### src/rtl/ppp_defs.svh
// What this block does
// - compatible mode drives written byte on data lines; reads return last written byte
// - extended mode direction bit gates output drivers; reads return data line levels
// - standard mode has data, status and control registers decoded on A0 and A1
// - enhanced mode generates address and data strobes; supports 1.7 and 1.9 handshakes
// - enhanced and extended hardware modes usable only after negotiation confirmed
// - watchdog ends a stalled enhanced-mode handshake so the bus never locks
// - enhanced mode adds five registers for wide accesses, decoded on A0 to A2
// - extended mode generates strobes automatically and expands run-length encoded input
// - extended mode has a two-way FIFO filled or drained by DMA or programmed I/O
// - extended mode matches base on A3-A9, offset from A0, A1, A10 (plus 400h) with A2 clear
// - extended control selects sub-mode; software sub-modes clear FIFO, stop DMA and RUN_LENGTH_DECOMPRESS
// - the 1.7 variant of extended sub-mode 4 is not implemented
// - configuration registers reached by index port then adjacent data port
// - control bit 0 low asserts strobe, bit 2 high asserts init, bit 3 low select
// - status bit 7 low when busy, bit 5 high paper out, bit 3 low on error
`ifndef PPP_DEFS_SVH
`define PPP_DEFS_SVH

// configuration port pair
`define PPP_CFG_INDEX_ADDR 11'h02E
`define PPP_CFG_DATA_ADDR 11'h02F
`define PPP_IDX_LDN 8'h07
`define PPP_LDN_PARALLEL 8'h04
`define PPP_IDX_ACTIVATE 8'h30
`define PPP_IDX_RANGE 8'h31
`define PPP_IDX_BASE_HI 8'h60
`define PPP_IDX_BASE_LO 8'h61
`define PPP_IDX_IRQ_SEL 8'h70
`define PPP_IDX_IRQ_TYPE 8'h71
`define PPP_IDX_DMA_SEL 8'h74
`define PPP_IDX_DMA_RPT 8'h75
`define PPP_IDX_OPTION 8'hF0

// configuration reset values
`define PPP_RST_ACTIVATE 8'h01
`define PPP_RST_RANGE 8'h00
`define PPP_RST_BASE_HI 8'h02
`define PPP_RST_BASE_LO 8'h78
`define PPP_RST_IRQ_SEL 8'h07
`define PPP_RST_IRQ_TYPE 8'h00
`define PPP_RST_DMA_SEL 8'h04
`define PPP_RST_OPTION 8'h00

// option bit fields
`define PPP_OPT_PERS_LSB 0
`define PPP_OPT_EPP19_BIT 2
`define PPP_OPT_NEGOK_BIT 3
`define PPP_OPT_EXT_BIT 4

// port register offsets
`define PPP_OFF_DATA 3'h0
`define PPP_OFF_STATUS 3'h1
`define PPP_OFF_CTL 3'h2
`define PPP_OFF_EPP_ADDR 3'h3
`define PPP_OFF_EPP_DATA0 3'h4
`define PPP_OFF_FIFO 3'h0
`define PPP_OFF_CFGB 3'h1
`define PPP_OFF_ECR 3'h2

// register values and bits
`define PPP_RST_CTL 8'h0B
`define PPP_CTL_DIR_BIT 5
`define PPP_CFGA_VALUE 8'h10
`define PPP_IRQ5 8'h05
`define PPP_ECR_DMA_BIT 3

// fifo shape
`define PPP_FIFO_DEPTH 16
`define PPP_FIFO_AW 4
`define PPP_FIFO_W 9

// timing
`define PPP_CLK_MHZ 25
`define PPP_STB_NS 500
`define PPP_STB_CYC 8'((`PPP_STB_NS * `PPP_CLK_MHZ + 999) / 1000)
`define PPP_WDOG_NS 10000
`define PPP_WDOG_CYC 8'((`PPP_WDOG_NS * `PPP_CLK_MHZ) / 1000)

`endif

### src/rtl/ppp_pkg.sv
package ppp_pkg;
  // port personality from option bits
  typedef enum logic [1:0] {
    PERS_SPP = 2'h0,
    PERS_EPP = 2'h1,
    PERS_ECP = 2'h2
  } ppp_pers_t;

  // extended control sub-modes
  typedef enum logic [2:0] {
    ECR_STD = 3'h0,
    ECR_PS2 = 3'h1,
    ECR_PPF = 3'h2,
    ECR_ECP = 3'h3,
    ECR_EPP = 3'h4
  } ppp_ecr_mode_t;

  // handshake engine states
  typedef enum logic [7:0] {
    ST_IDLE = 8'h01,
    ST_EPP_WAIT = 8'h02,
    ST_EPP_ACT = 8'h04,
    ST_FWD_ACT = 8'h08,
    ST_FWD_REL = 8'h10,
    ST_REV_ACT = 8'h20,
    ST_RLE = 8'h40
  } ppp_state_t;
endpackage : ppp_pkg

### src/rtl/ppp_fifo_if.sv
`timescale 1ns/10ps
`include "ppp_defs.svh"
interface ppp_fifo_if;
  logic push;
  logic pop;
  logic flush;
  logic [`PPP_FIFO_W-1:0] wdata;
  logic [`PPP_FIFO_W-1:0] rdata;
  logic full;
  logic empty;
  modport owner(input push, pop, flush, wdata, output rdata, full, empty);
  modport user(output push, pop, flush, wdata, input rdata, full, empty);
endinterface : ppp_fifo_if

### src/rtl/ppp_fifo.sv
`timescale 1ns/10ps
`include "ppp_defs.svh"
module ppp_fifo (
  // clock and reset
  input wire logic clk_i,
  input wire logic nrst_i,
  // fifo access
  ppp_fifo_if.owner f
);
  logic [`PPP_FIFO_W-1:0] mem [`PPP_FIFO_DEPTH];
  logic [`PPP_FIFO_AW:0] wp;
  logic [`PPP_FIFO_AW:0] rp;
  logic [`PPP_FIFO_AW:0] next_wp;
  logic [`PPP_FIFO_AW:0] next_rp;

  // flags from pointer wrap bit
  assign f.empty = (wp == rp);
  assign f.full = (wp[`PPP_FIFO_AW] != rp[`PPP_FIFO_AW]) &&
                  (wp[`PPP_FIFO_AW-1:0] == rp[`PPP_FIFO_AW-1:0]);
  assign f.rdata = mem[rp[`PPP_FIFO_AW-1:0]];

  // pointer update, flush wins
  always_comb begin
    next_wp = wp;
    next_rp = rp;
    if (f.flush) begin
      next_wp = '0;
      next_rp = '0;
    end else begin
      if (f.push && !f.full) begin
        next_wp = wp + 1'b1;
      end
      if (f.pop && !f.empty) begin
        next_rp = rp + 1'b1;
      end
    end
  end

  always_ff @(posedge clk_i or negedge nrst_i) begin
    if (!nrst_i) begin
      wp <= '0;
      rp <= '0;
    end else begin
      wp <= next_wp;
      rp <= next_rp;
    end
  end

  // storage, no reset needed
  always_ff @(posedge clk_i) begin
    if (f.push && !f.full && !f.flush) begin
      mem[wp[`PPP_FIFO_AW-1:0]] <= f.wdata;
    end
  end
endmodule : ppp_fifo

### src/rtl/ppp_top.sv
`timescale 1ns/10ps
`include "ppp_defs.svh"
module ppp_top (
  // clock and reset
  input wire logic clk_i,
  input wire logic nrst_i,
  // host i/o bus
  input wire logic [10:0] io_addr_i,
  input wire logic io_wr_i,
  input wire logic io_rd_i,
  input wire logic [7:0] io_wdata_i,
  output logic [7:0] io_rdata_o,
  output logic io_busy_o,
  // dma
  output logic dma_req_o,
  input wire logic dma_ack_i,
  // peripheral pins
  input wire logic [7:0] pd_i,
  output logic [7:0] pd_o,
  output logic pd_oe_o,
  output logic stb_n_o,
  output logic afd_n_o,
  output logic init_n_o,
  output logic sel_n_o,
  input wire logic ack_n_i,
  input wire logic busy_i,
  input wire logic pe_i,
  input wire logic slct_i,
  input wire logic fault_n_i
);
  ppp_pkg::ppp_state_t state, next_state;
  ppp_pkg::ppp_ecr_mode_t ecr_mode, next_ecr_mode;
  logic [7:0] cfg_idx, next_cfg_idx, ldn, next_ldn;
  logic [7:0] act, next_act, rng, next_rng, bhi, next_bhi, blo, next_blo;
  logic [7:0] isel, next_isel, ityp, next_ityp, dmac, next_dmac, opt, next_opt;
  logic [7:0] data_q, next_data_q, ctl, next_ctl, timer, next_timer;
  logic [7:0] next_rdata, next_pd;
  logic [6:0] rle_cnt, next_rle_cnt;
  logic ecr_dma, next_ecr_dma, tmo, next_tmo, cmd_q, next_cmd_q;
  logic epp_rd, next_epp_rd, epp_adr, next_epp_adr, rle_pend, next_rle_pend;
  logic next_busy, next_dreq, next_oe, next_stb_n, next_afd_n, next_init_n, next_sel_n;
  logic [9:0] base;
  logic hit, hi, epp_on, ecp_on, hwm, rev_mode, dir_eff, dma_cyc;
  logic [2:0] off;
  logic [7:0] cfg_rd, stat_rd;
  ppp_fifo_if fif ();

  ppp_fifo u_fifo (
    .clk_i(clk_i),
    .nrst_i(nrst_i),
    .f(fif)
  );

  // sub-modes that run the hardware handshake
  function automatic logic ppp_is_hw(input ppp_pkg::ppp_ecr_mode_t m);
    return (m == ppp_pkg::ECR_PPF) || (m == ppp_pkg::ECR_ECP);
  endfunction : ppp_is_hw

  // personality and decode
  assign base = {bhi[1:0], blo};
  assign epp_on = (opt[1:0] == ppp_pkg::PERS_EPP) && opt[`PPP_OPT_NEGOK_BIT];
  assign ecp_on = (opt[1:0] == ppp_pkg::PERS_ECP) && opt[`PPP_OPT_NEGOK_BIT];
  assign hwm = ecp_on && ppp_is_hw(ecr_mode);
  assign rev_mode = hwm && (ecr_mode == ppp_pkg::ECR_ECP) && ctl[`PPP_CTL_DIR_BIT];
  assign hi = io_addr_i[10];
  assign off = io_addr_i[2:0];
  // low regs on A0-A2, high regs on A10 with A2 clear
  assign hit = act[0] && (io_addr_i[9:3] == base[9:3]) &&
               (hi ? ((opt[1:0] == ppp_pkg::PERS_ECP) && !io_addr_i[2])
                   : (epp_on || (off <= `PPP_OFF_CTL)));
  assign dma_cyc = dma_ack_i && (io_wr_i || io_rd_i);
  assign stat_rd = {~busy_i, ack_n_i, pe_i, slct_i, fault_n_i, 2'b00, tmo};
  // direction bit honoured in odd extended sub-modes, in enhanced mode and with the extended option bit
  always_comb begin
    dir_eff = 1'b0;
    if (opt[1:0] == ppp_pkg::PERS_ECP) begin
      dir_eff = ecr_mode[0] && ctl[`PPP_CTL_DIR_BIT];
    end else if (opt[1:0] == ppp_pkg::PERS_EPP) begin
      dir_eff = ctl[`PPP_CTL_DIR_BIT];
    end else begin
      dir_eff = opt[`PPP_OPT_EXT_BIT] && ctl[`PPP_CTL_DIR_BIT];
    end
  end

  // configuration register read mux
  always_comb begin
    cfg_rd = 8'h00;
    if (cfg_idx == `PPP_IDX_LDN) begin
      cfg_rd = ldn;
    end else if (ldn == `PPP_LDN_PARALLEL) begin
      case (cfg_idx)
        `PPP_IDX_ACTIVATE: cfg_rd = act;
        `PPP_IDX_RANGE: cfg_rd = rng;
        `PPP_IDX_BASE_HI: cfg_rd = bhi;
        `PPP_IDX_BASE_LO: cfg_rd = blo;
        `PPP_IDX_IRQ_SEL: cfg_rd = isel;
        `PPP_IDX_IRQ_TYPE: cfg_rd = ityp;
        `PPP_IDX_DMA_SEL: cfg_rd = dmac;
        `PPP_IDX_DMA_RPT: cfg_rd = dmac;
        `PPP_IDX_OPTION: cfg_rd = opt;
        default: cfg_rd = 8'h00;
      endcase
    end
  end

  // bus, fifo and handshake next state
  always_comb begin
    next_state = state;
    next_cfg_idx = cfg_idx;
    next_ldn = ldn;
    next_act = act;
    next_rng = rng;
    next_bhi = bhi;
    next_blo = blo;
    next_isel = isel;
    next_ityp = ityp;
    next_dmac = dmac;
    next_opt = opt;
    next_data_q = data_q;
    next_ctl = ctl;
    next_ecr_mode = ecr_mode;
    next_ecr_dma = ecr_dma;
    next_tmo = tmo;
    next_cmd_q = cmd_q;
    next_epp_rd = epp_rd;
    next_epp_adr = epp_adr;
    next_rle_pend = rle_pend;
    next_rle_cnt = rle_cnt;
    next_timer = timer;
    next_rdata = io_rdata_o;
    next_busy = io_busy_o;
    fif.push = 1'b0;
    fif.pop = 1'b0;
    fif.wdata = '0;
    fif.flush = !hwm;
    if (dma_cyc && hwm && ecr_dma) begin
      // dma moves fifo bytes without address decode
      if (io_wr_i && !rev_mode) begin
        fif.push = 1'b1;
        fif.wdata = {1'b0, io_wdata_i};
      end else if (io_rd_i && rev_mode) begin
        fif.pop = 1'b1;
        next_rdata = fif.rdata[7:0];
      end
    end else if (io_wr_i && !dma_ack_i && !io_busy_o) begin
      if (io_addr_i == `PPP_CFG_INDEX_ADDR) begin
        next_cfg_idx = io_wdata_i;
      end else if (io_addr_i == `PPP_CFG_DATA_ADDR) begin
        if (cfg_idx == `PPP_IDX_LDN) begin
          next_ldn = io_wdata_i;
        end else if (ldn == `PPP_LDN_PARALLEL) begin
          case (cfg_idx)
            `PPP_IDX_ACTIVATE: next_act = io_wdata_i;
            `PPP_IDX_RANGE: next_rng = io_wdata_i;
            `PPP_IDX_BASE_HI: next_bhi = io_wdata_i;
            `PPP_IDX_BASE_LO: next_blo = io_wdata_i;
            `PPP_IDX_IRQ_SEL: next_isel = io_wdata_i;
            `PPP_IDX_IRQ_TYPE: next_ityp = io_wdata_i;
            `PPP_IDX_DMA_SEL: next_dmac = io_wdata_i;
            `PPP_IDX_OPTION: next_opt = io_wdata_i;
            default: next_ldn = ldn;
          endcase
        end
      end else if (hit && hi) begin
        if (off == `PPP_OFF_FIFO && hwm && !rev_mode) begin
          fif.push = 1'b1;
          fif.wdata = {1'b0, io_wdata_i};
        end else if (off == `PPP_OFF_ECR) begin
          next_ecr_mode = ppp_pkg::ppp_ecr_mode_t'(io_wdata_i[7:5]);
          next_ecr_dma = io_wdata_i[`PPP_ECR_DMA_BIT];
        end
      end else if (hit) begin
        if (off == `PPP_OFF_DATA) begin
          if (hwm && !rev_mode) begin
            fif.push = 1'b1; // tagged command byte
            fif.wdata = {1'b1, io_wdata_i};
          end else begin
            next_data_q = io_wdata_i;
          end
        end else if (off == `PPP_OFF_CTL) begin
          next_ctl = io_wdata_i;
        end else if (off >= `PPP_OFF_EPP_ADDR && state == ppp_pkg::ST_IDLE) begin
          next_data_q = io_wdata_i;
          next_epp_adr = (off == `PPP_OFF_EPP_ADDR);
          next_epp_rd = 1'b0;
          next_busy = 1'b1;
          next_timer = 8'h00;
          next_state = opt[`PPP_OPT_EPP19_BIT] ? ppp_pkg::ST_EPP_WAIT
                                               : ppp_pkg::ST_EPP_ACT;
        end
      end
    end else if (io_rd_i && !dma_ack_i && !io_busy_o) begin
      next_rdata = 8'h00;
      if (io_addr_i == `PPP_CFG_INDEX_ADDR) begin
        next_rdata = cfg_idx;
      end else if (io_addr_i == `PPP_CFG_DATA_ADDR) begin
        next_rdata = cfg_rd;
      end else if (hit && hi) begin
        case (off)
          `PPP_OFF_FIFO: begin
            if (rev_mode) begin
              fif.pop = 1'b1;
              next_rdata = fif.rdata[7:0];
            end else begin
              next_rdata = `PPP_CFGA_VALUE;
            end
          end
          `PPP_OFF_CFGB: next_rdata = {2'b00, (isel == `PPP_IRQ5) ? 2'b11 : 2'b00, 4'h8};
          `PPP_OFF_ECR: next_rdata = {ecr_mode, 1'b0, ecr_dma, 1'b0, fif.full, fif.empty};
          default: next_rdata = 8'h00;
        endcase
      end else if (hit) begin
        if (off == `PPP_OFF_DATA) begin
          next_rdata = (dir_eff || opt[`PPP_OPT_EXT_BIT] || opt[1:0] != ppp_pkg::PERS_SPP)
                       ? pd_i : data_q;
        end else if (off == `PPP_OFF_STATUS) begin
          next_rdata = stat_rd;
          next_tmo = 1'b0;
        end else if (off == `PPP_OFF_CTL) begin
          next_rdata = {2'b00, ctl[5:0]};
        end else if (state == ppp_pkg::ST_IDLE) begin
          next_epp_adr = (off == `PPP_OFF_EPP_ADDR);
          next_epp_rd = 1'b1;
          next_busy = 1'b1;
          next_timer = 8'h00;
          next_state = opt[`PPP_OPT_EPP19_BIT] ? ppp_pkg::ST_EPP_WAIT
                                               : ppp_pkg::ST_EPP_ACT;
        end
      end
    end
    // handshake engine
    case (state)
      ppp_pkg::ST_IDLE: begin
        if (hwm && !rev_mode && !fif.empty && !fif.pop) begin
          fif.pop = 1'b1;
          next_data_q = fif.rdata[7:0];
          next_cmd_q = fif.rdata[8];
          next_timer = 8'h00;
          next_state = ppp_pkg::ST_FWD_ACT;
        end else if (rev_mode && !ack_n_i && !fif.full && !fif.push) begin
          next_state = ppp_pkg::ST_REV_ACT;
          if (!busy_i && !pd_i[7]) begin
            next_rle_pend = 1'b1;
            next_rle_cnt = pd_i[6:0];
          end else if (rle_pend && busy_i) begin
            next_data_q = pd_i;
            next_rle_pend = 1'b0;
            next_state = ppp_pkg::ST_RLE;
          end else begin
            fif.push = 1'b1;
            fif.wdata = {~busy_i, pd_i};
          end
        end
      end
      ppp_pkg::ST_EPP_WAIT: begin
        next_timer = timer + 8'h01;
        if (!busy_i) begin
          next_state = ppp_pkg::ST_EPP_ACT;
        end
      end
      ppp_pkg::ST_EPP_ACT: begin
        next_timer = timer + 8'h01;
        if (busy_i) begin
          if (epp_rd) begin
            next_rdata = pd_i;
          end
          next_busy = 1'b0;
          next_state = ppp_pkg::ST_IDLE;
        end
      end
      ppp_pkg::ST_FWD_ACT: begin
        if (timer < `PPP_STB_CYC) begin
          next_timer = timer + 8'h01;
        end else if (busy_i) begin
          next_state = ppp_pkg::ST_FWD_REL;
        end
      end
      ppp_pkg::ST_FWD_REL: begin
        if (!busy_i) begin
          next_state = ppp_pkg::ST_IDLE;
        end
      end
      ppp_pkg::ST_REV_ACT: begin
        if (ack_n_i) begin
          next_state = ppp_pkg::ST_IDLE;
        end
      end
      ppp_pkg::ST_RLE: begin
        if (!fif.full && !fif.push) begin
          fif.push = 1'b1;
          fif.wdata = {1'b0, data_q};
          next_rle_cnt = rle_cnt - 7'h01;
          if (rle_cnt == 7'h00) begin
            next_state = ppp_pkg::ST_REV_ACT;
          end
        end
      end
      default: next_state = ppp_pkg::ST_IDLE;
    endcase
    // stalled enhanced handshake aborted, flag set over clear
    if ((state == ppp_pkg::ST_EPP_WAIT || state == ppp_pkg::ST_EPP_ACT) &&
        !busy_i == (state == ppp_pkg::ST_EPP_ACT) && timer >= `PPP_WDOG_CYC - 8'h01) begin
      next_tmo = 1'b1;
      next_busy = 1'b0;
      next_rdata = 8'hFF;
      next_state = ppp_pkg::ST_IDLE;
    end
    // leaving hardware sub-modes drops any transfer
    if (!hwm && (state == ppp_pkg::ST_FWD_ACT || state == ppp_pkg::ST_FWD_REL ||
                 state == ppp_pkg::ST_REV_ACT || state == ppp_pkg::ST_RLE)) begin
      next_state = ppp_pkg::ST_IDLE;
      next_rle_pend = 1'b0;
    end
    if (!hwm) begin
      next_rle_pend = 1'b0;
    end
    next_dreq = hwm && ecr_dma && (rev_mode ? !fif.empty : !fif.full);
  end

  // pin levels for the coming cycle
  always_comb begin
    next_pd = next_data_q;
    next_oe = !dir_eff;
    next_stb_n = next_ctl[0];
    next_afd_n = next_ctl[1];
    next_init_n = !next_ctl[2];
    next_sel_n = next_ctl[3];
    if (epp_on) begin
      next_stb_n = 1'b1;
      next_afd_n = 1'b1;
      next_sel_n = 1'b1;
    end
    if (rev_mode) begin
      next_oe = 1'b0;
      next_afd_n = 1'b0;
    end
    case (next_state)
      ppp_pkg::ST_EPP_WAIT: begin
        next_stb_n = next_epp_rd;
        next_oe = !next_epp_rd;
      end
      ppp_pkg::ST_EPP_ACT: begin
        next_stb_n = next_epp_rd;
        next_oe = !next_epp_rd;
        next_sel_n = !next_epp_adr;
        next_afd_n = next_epp_adr;
      end
      ppp_pkg::ST_FWD_ACT: begin
        next_stb_n = 1'b0;
        next_afd_n = !next_cmd_q;
      end
      ppp_pkg::ST_FWD_REL: next_afd_n = !next_cmd_q;
      ppp_pkg::ST_REV_ACT: next_afd_n = 1'b1;
      ppp_pkg::ST_RLE: next_afd_n = 1'b0;
      default: next_oe = next_oe;
    endcase
  end

  // register all state and outputs
  always_ff @(posedge clk_i or negedge nrst_i) begin
    if (!nrst_i) begin
      state <= ppp_pkg::ST_IDLE;
      cfg_idx <= 8'h00;
      ldn <= 8'h00;
      act <= `PPP_RST_ACTIVATE;
      rng <= `PPP_RST_RANGE;
      bhi <= `PPP_RST_BASE_HI;
      blo <= `PPP_RST_BASE_LO;
      isel <= `PPP_RST_IRQ_SEL;
      ityp <= `PPP_RST_IRQ_TYPE;
      dmac <= `PPP_RST_DMA_SEL;
      opt <= `PPP_RST_OPTION;
      data_q <= 8'h00;
      ctl <= `PPP_RST_CTL;
      ecr_mode <= ppp_pkg::ECR_STD;
      ecr_dma <= 1'b0;
      tmo <= 1'b0;
      cmd_q <= 1'b0;
      epp_rd <= 1'b0;
      epp_adr <= 1'b0;
      rle_pend <= 1'b0;
      rle_cnt <= 7'h00;
      timer <= 8'h00;
      io_rdata_o <= 8'h00;
      io_busy_o <= 1'b0;
      dma_req_o <= 1'b0;
      pd_o <= 8'h00;
      pd_oe_o <= 1'b1;
      stb_n_o <= 1'b1;
      afd_n_o <= 1'b1;
      init_n_o <= 1'b1;
      sel_n_o <= 1'b1;
    end else begin
      state <= next_state;
      cfg_idx <= next_cfg_idx;
      ldn <= next_ldn;
      act <= next_act;
      rng <= next_rng;
      bhi <= next_bhi;
      blo <= next_blo;
      isel <= next_isel;
      ityp <= next_ityp;
      dmac <= next_dmac;
      opt <= next_opt;
      data_q <= next_data_q;
      ctl <= next_ctl;
      ecr_mode <= next_ecr_mode;
      ecr_dma <= next_ecr_dma;
      tmo <= next_tmo;
      cmd_q <= next_cmd_q;
      epp_rd <= next_epp_rd;
      epp_adr <= next_epp_adr;
      rle_pend <= next_rle_pend;
      rle_cnt <= next_rle_cnt;
      timer <= next_timer;
      io_rdata_o <= next_rdata;
      io_busy_o <= next_busy;
      dma_req_o <= next_dreq;
      pd_o <= next_pd;
      pd_oe_o <= next_oe;
      stb_n_o <= next_stb_n;
      afd_n_o <= next_afd_n;
      init_n_o <= next_init_n;
      sel_n_o <= next_sel_n;
    end
  end
endmodule : ppp_top

### config.mk
export PLATFORM = sky130hd
export DESIGN_NAME = ppp_top
export DESIGN_NICKNAME = d
export VERILOG_FILES = /design/src/rtl/ppp_pkg.sv /design/src/rtl/ppp_fifo_if.sv /design/src/rtl/ppp_fifo.sv /design/src/rtl/ppp_top.sv
export VERILOG_INCLUDE_DIRS = /design/src /design/src/rtl
export SDC_FILE = /design/constraint.sdc
export NUM_CORES = 1
export LEC_CHECK = 0
export BUFFER_PORTS_ARGS = -buffer_cell sky130_fd_sc_hd__buf_2
export CORE_ASPECT_RATIO = 0.5
export CORE_MARGIN = 2
export CORE_UTILIZATION = 35
export CTS_CLUSTER_DIAMETER = 50
export DETAILED_ROUTE_END_ITERATION = 10
export SETUP_SLACK_MARGIN = 0.2
export SLEW_MARGIN = 40
export SYNTH_ARGS = -nofsm -noshare
export SYNTH_HDL_FRONTEND = slang
export SYNTH_SLANG_ARGS = --single-unit
### constraint.sdc
create_clock -name clk_i -period 3.7 [get_ports clk_i]
set_input_delay 0.185 -clock clk_i [delete_from_list [all_inputs] [get_ports clk_i]]
set_output_delay 0.185 -clock clk_i [all_outputs]
set_load 0.005 [all_outputs]
==> results of run 1 <==
-- kinds of logic after synthesis --
family,share of synthesized area (%)
AOI/OAI and AO/OA,11.6
xor gates and xnor gates,1.18
adders and majority gates,0.757
buffers and inverters,2.58
DFF,54.6
muxes,15.8
other,0.0252
and+or+nand+nor,13.5
-- cell usage in the layout (no fill, tap or decap), drive strengths merged, types with 16 or more instances in the layout --
cell / netlist / final
mux2i: 31 / 31
dfstp: 19 / 19
a221oi: 17 / 17
nand2: 86 / 86
o21ai: 48 / 48
mux4: 42 / 42
xnor2: 17 / 17
a22oi: 22 / 22
buf: 24 / 103
edfxtp: 144 / 144
mux2: 96 / 96
nand3: 33 / 33
dfrtp: 132 / 132
clkbuf: 38 / 41
and2: 19 / 19
a21oi: 35 / 35
nor4: 16 / 16
inv: 27 / 31
nor2: 79 / 79
nor3: 24 / 24
-- worst max-delay path by stage --
stage,start,to,slack (ps)
floorplan,opt[0],u_fifo.mem[4][0],890
global placement,bhi[1],u_fifo.mem[1][8],680
detailed placement,opt[0],u_fifo.mem[1][4],570
CTS,opt[0],u_fifo.mem[1][1],540
global route,opt[0],u_fifo.mem[1][2],270
finish,opt[0],u_fifo.mem[1][4],490
-- final cells by class --
| class | instances | area [um^2] | share of cell area, % |
|---|---|---|---|
| inverter | 29 | 109 | 0.637 |
| multi-input combinational | 792 | 6370 | 37.3 |
| sequential | 295 | 8130 | 47.6 |
| tap | 577 | 722 | 4.22 |
| clock inverter | 16 | 176 | 1.03 |
| timing repair buffer | 111 | 761 | 4.45 |
| clock buffer | 41 | 823 | 4.82 |
-- power groups by stage --
| stage | logic, mW | clock network, mW | registers, mW |
|---|---|---|---|
| after floorplan | 0.0874 | 0 | 3.49 |
| after global placement | 0.218 | 0 | 3.49 |
| after detailed placement | 0.219 | 0 | 3.49 |
| after CTS | 0.227 | 3.15 | 3.43 |
| after global routing | 0.248 | 3.29 | 3.43 |
| final | 0.232 | 3.09 | 3.43 |
-- layer usage --
metal	vias to the layer above	track usage [%]
met2	381	32.2
met5	-	0
li1	4742	-
met4	0	5.00
met1	5554	27.9
met3	70	3.34
-- timing repair --
| action | in CTS | in global routing |
|---|---|---|
| hold endpoints to repair | 97 | 0 |
| hold buffers | 8 | 0 |
| buffers inserted | 0 | 0 |
-- worst min-delay path: cells and delay by family --
family,cells,cell delay [ps]
buffers and inverters,1,200
AO/OA/AOI/OAI,1,70
AND/OR/NAND/NOR,1,120
==> impl_metrics.ini, run 1 <==
[outcome]
outcome = finished, final reports clean

[critical_path]
crit_cells = 7
worst-r2r-cell-count = 7
cp_max_fo = 10
crit_required_ps = 3930
cpMaxStageDelayCell = dfrtp_1
cp_cell_sequence = and4bb_1 -> nand2_1 -> a211oi_4 -> o2111ai_2 -> a31oi_4 -> nor4b_4 -> and2_1
cp_num_buf_inv = 0
crit_family = simple AND/OR/NAND/NOR gates
worst_setup_path_start_kind = register
rrSetupSlack_ps = 490
reg2reg_from = opt[0]
crit_type = register to register
worstReg2RegEnd = u_fifo.mem[1][4]
crit_path_max_incr_delay_ps = 470
endpoint_kind = register
arrival_ps = 3440

[finish]
nets = 1306
utilization_pct = 40.7
final_cells = 1861
largest_register_ffs = 144
syn_to_final_growth_pct = 14.8
layout-drive-gt1-share_pct = 26.7
fill_cells = 3894
final_area_um2 = 17100
antenna_cells = 0

[routing]
ant_nets = 0
top_layer = met4
via_per_inst = 5.77
dr_wl_met3_um = 2560
vias = 10700
drc_errors = 0
dr.pass1.iters = 6
drt_iter0_drc = 1135
wl_met1_um = 19800
wl_met2_um = 20600
routedWlPerCell_um = 23.6
wirelength_um = 44000

[min_path]
worstHoldPathCells = 3
hold_class = input port to register
hp-start = busy_i
min_delay_worst_endpoint = state[4]

[power]
clock_power_share_pct = 45.7
power.switching_mw = 1.53
p_leak_nw = 6.86
internal_power_mw = 5.22
power.density_nw_per_um2 = 395
switching_share_pct = 22.7
power_mw = 6.75
ir_drop_uv = 367
pwr-share-comb_pct = 3.4
power_frac_seq_pct = 50.8

[sta]
setup_tns_ps = 0
finalHoldViolations = 0
fmax_mhz = 311
fin_worst_skew_ps = 12.8
fin_ws_ps = 487
slew_violations = 0
period_needed_ps = 3210
whs_ps = 42.7
rsz0062_at_grt = false
setup_viol = 0
slew-limit-headroom_pct = 47.7
tightest_slew_ps = 783
fin_crit_sh_pct = 86.8

[die]
io_pins = 60
die_height_um = 150
die_x_um = 296
num_rows = 53
core_area_um2 = 42000
dieArea_um2 = 44300
initial_utilization_pct = 35.5

[clock_tree]
cts_tree = built
clk_latency_ps = 590
cts_resized = 0
htree_levels = 1
root_buffer = clkbuf_16
clkSinkCount = 295
clock_path_buffers = 3
cts_buffers = 31
clkTransAtPathRegs_ps = 70

[synth]
syn-cell-area_um2 = 14900
ys_types = 100
synth_top_area_share_pct = 29.1
synth.avg_cell_area_um2 = 12.6
synth_enable_flop_cells = 144
ys_seq_area_share_pct = 54.6
synth.most_common_cell = edfxtp_1
synthTopCellsByArea = edfxtp_1 29%, dfrtp_1 22%, mux2_2 7.0%, mux4_2 6.4%, dfstp_2 3.4%
synthesis.nets = 1224
async_flop_share_pct = 51.2
netlist_instances = 1178
synth_commonest_cells = 144 x edfxtp_1, 132 x dfrtp_1, 93 x mux2_2
ys.flop_type = edfxtp_1
ys_ff_latch = 295
synth_top_area_cell = edfxtp_1
ys_warn_count = 0

[place]
dpl-instance-area_um2 = 16000
post-dp-hpwl_um = 30900
dp.cells = 1795
place_congestion = 0.962
io_buffers = 59
pre_cts_ws_ps = 569

[global_route]
antenna_found_initial = 0
grt_pass1_wl_um = 67200
grt_usage_pct = 19.9
first_global_vias = 10500
overflow = 0
grt_start_max_net_pins = 105

[run]
cap_violations = 0
(Power assumes the default switching activity.)
==> run 2, diff against run 1 <==
Settings changed: CORE_UTILIZATION 35 to 43, GPL_TIMING_DRIVEN set to 0.
==> run 2 against run 1 <==
  * Sequential power barely moved
  * Highest routed layer unchanged
  * Sequential share of layout area is 0.44 points lower
  * Largest power group unchanged
  * Critical path type unchanged
  * Non-clock buffer count up 37
  * Cell area up 0.92%
  * Utilization grew 9.6 points
  * Sequential cell count did not move
  * Combinational power up 5%
  * Via count increased by 1.9%
  * Clock skew up 1.0 ps
  * Global-route usage grew 5.2 points
  * Count of clock-buffer cells in the layout down 7
==> impl_metrics.ini, run 2 (synthesis gave the netlist of run 1 again) <==
[outcome]
outcome = finished, final reports clean

[clock_tree]
cts_tree = built
clock_path_buffers = 3
cts_buffers = 29
clkSinkCount = 295
clk_latency_ps = 580
root_buffer = clkbuf_16
htree_levels = 1
clkTransAtPathRegs_ps = 70

[sta]
fin_crit_sh_pct = 90.6
fin_ws_ps = 349
rsz0062_at_grt = false
fmax_mhz = 298
slew_violations = 0
fin_worst_skew_ps = 13.9
setup_viol = 0
slew-limit-headroom_pct = 42.2
period_needed_ps = 3350
tightest_slew_ps = 866
finalHoldViolations = 0

[routing]
dr.pass1.iters = 7
ant_nets = 0
wirelength_um = 45400
via_per_inst = 6.12
drt_iter0_drc = 1191
vias = 11000
routedWlPerCell_um = 25.3
drc_errors = 0

[die]
core_area_um2 = 34300
dieArea_um2 = 36200
die_height_um = 136
initial_utilization_pct = 43.4
io_pins = 60
num_rows = 48
die_x_um = 267

[global_route]
first_global_vias = 10800
grt_usage_pct = 25.2
antenna_found_initial = 0
overflow = 0
grt_pass1_wl_um = 67700
grt_start_max_net_pins = 70

[power]
ir_drop_uv = 304
p_leak_nw = 6.92
power_mw = 6.80
power.density_nw_per_um2 = 394

[critical_path]
worst_setup_path_start_kind = register
cp_cell_sequence = buf_2 -> and4bb_1 -> buf_4 -> nand2_1 -> a211oi_4 -> o2111ai_2 -> a31oi_4 -> nand3_1 -> nor2_4 -> buf_12
cpMaxStageDelayCell = a211oi_4
rrSetupSlack_ps = 350
arrival_ps = 3640
crit_path_max_incr_delay_ps = 410
crit_required_ps = 3990
cp_max_fo = 10
crit_family = simple AND/OR/NAND/NOR gates
cp_num_buf_inv = 3
reg2reg_from = opt[0]
worst-r2r-cell-count = 10
endpoint_kind = register
crit_type = register to register
worstReg2RegEnd = u_fifo.mem[14][6]

[place]
post-dp-hpwl_um = 32100
pre_cts_ws_ps = -127
dp.cells = 1715
place_congestion = 0.931
io_buffers = 59
dpl-instance-area_um2 = 15900

[finish]
final_area_um2 = 17300
layout_commonest_cell = edfxtp_1
antenna_cells = 0
utilization_pct = 50.3
nets = 1341
syn_to_final_growth_pct = 15.9
largest_register_ffs = 144
layout-drive-gt1-share_pct = 26.9
final_cell_mix = 144 x edfxtp_1, 132 x dfrtp_1, 93 x mux2_2
final_cells = 1791

[min_path]
worstHoldPathCells = 2
min_delay_worst_endpoint = ldn[5]
hp-start = io_wdata_i[5]
hold_class = input port to register

[run]
cap_violations = 0
==> run 2: changes by cell type in the layout (fill, tap and decap cells not counted), moves of 3 or more <==
cell           change
and2_1             -8
and2_2             +7
buf_1              +3
buf_12             +6
buf_2             +16
buf_4             -34
clkbuf_1          +31
dlygate4sd3_1      +7
nor2_1             -8
nor2_4             +8
==> run 2: repair_timing <==
item,4_1_cts,5_1_grt
gates cloned,0,0
pin swaps,0,9
endpoints found under the hold margin,100,0
setup endpoints to repair,144,90
hold buffers,15,0
gates resized for setup,8,10
buffers inserted,0,9
==> run 2: worst register-to-register path, stage by stage, from the launching register on <==
cell       delay, ps
dfrtp_1          360
buf_2            190
and4bb_1         270
buf_4            170
nand2_1          220
a211oi_4         410
o2111ai_2        240
a31oi_4          390
nand3_1          390
nor2_4           250
buf_12           160
==> run 2: power breakdown <==
part	internal [mW]	leakage, nW	total, mW	switching [mW]
clock network	1.76	0.481	3.13	1.37
registers	3.42	3.57	3.43	0.00419
logic	0.0712	2.86	0.243	0.172
==> run 2: area by class of cell <==
cell class / instances / area [um^2]
buffer: 62 / 277
clock inverter: 18 / 228
fill: 2997 / 17000
inverter: 29 / 109
tap: 475 / 594
multi-input combinational: 792 / 6480
clock buffer: 34 / 754
sequential: 295 / 8130
timing repair buffer: 86 / 683
==> run 2: how the worst max path moves through the flow <==
stage | startpoint | end | slack (ps) | depth (start not counted)
after global placement | blo[5] | u_fifo.mem[6][0] | -130 | 7
after floorplan | opt[0] | u_fifo.mem[4][0] | 890 | 9
after detailed placement | blo[5] | u_fifo.mem[3][6] | -130 | 7
after global routing | opt[0] | u_fifo.mem[1][8] | 170 | 9
after CTS | opt[0] | u_fifo.mem[15][6] | 150 | 9
final | opt[0] | u_fifo.mem[14][6] | 350 | 10
==> run 2: per-layer routing <==
metal  part of all wire [%]  vias to the layer above  GRT usage [%]
met5                      0                        -              0
met4                    2.7                        0           6.93
met3                    6.4                       72           3.89
met2                     46                      404           40.8
met1                     44                     5655           35.4
li1                       -                     4821              -
==> run 2: metrics by stage <==
stage	hold slack, ps	setup TNS, ps
after global placement	463	-6020
after floorplan	-111	0
after global routing	25.5	0
final	27.0	0
after detailed placement	92.8	-2800
after CTS	3.97	0
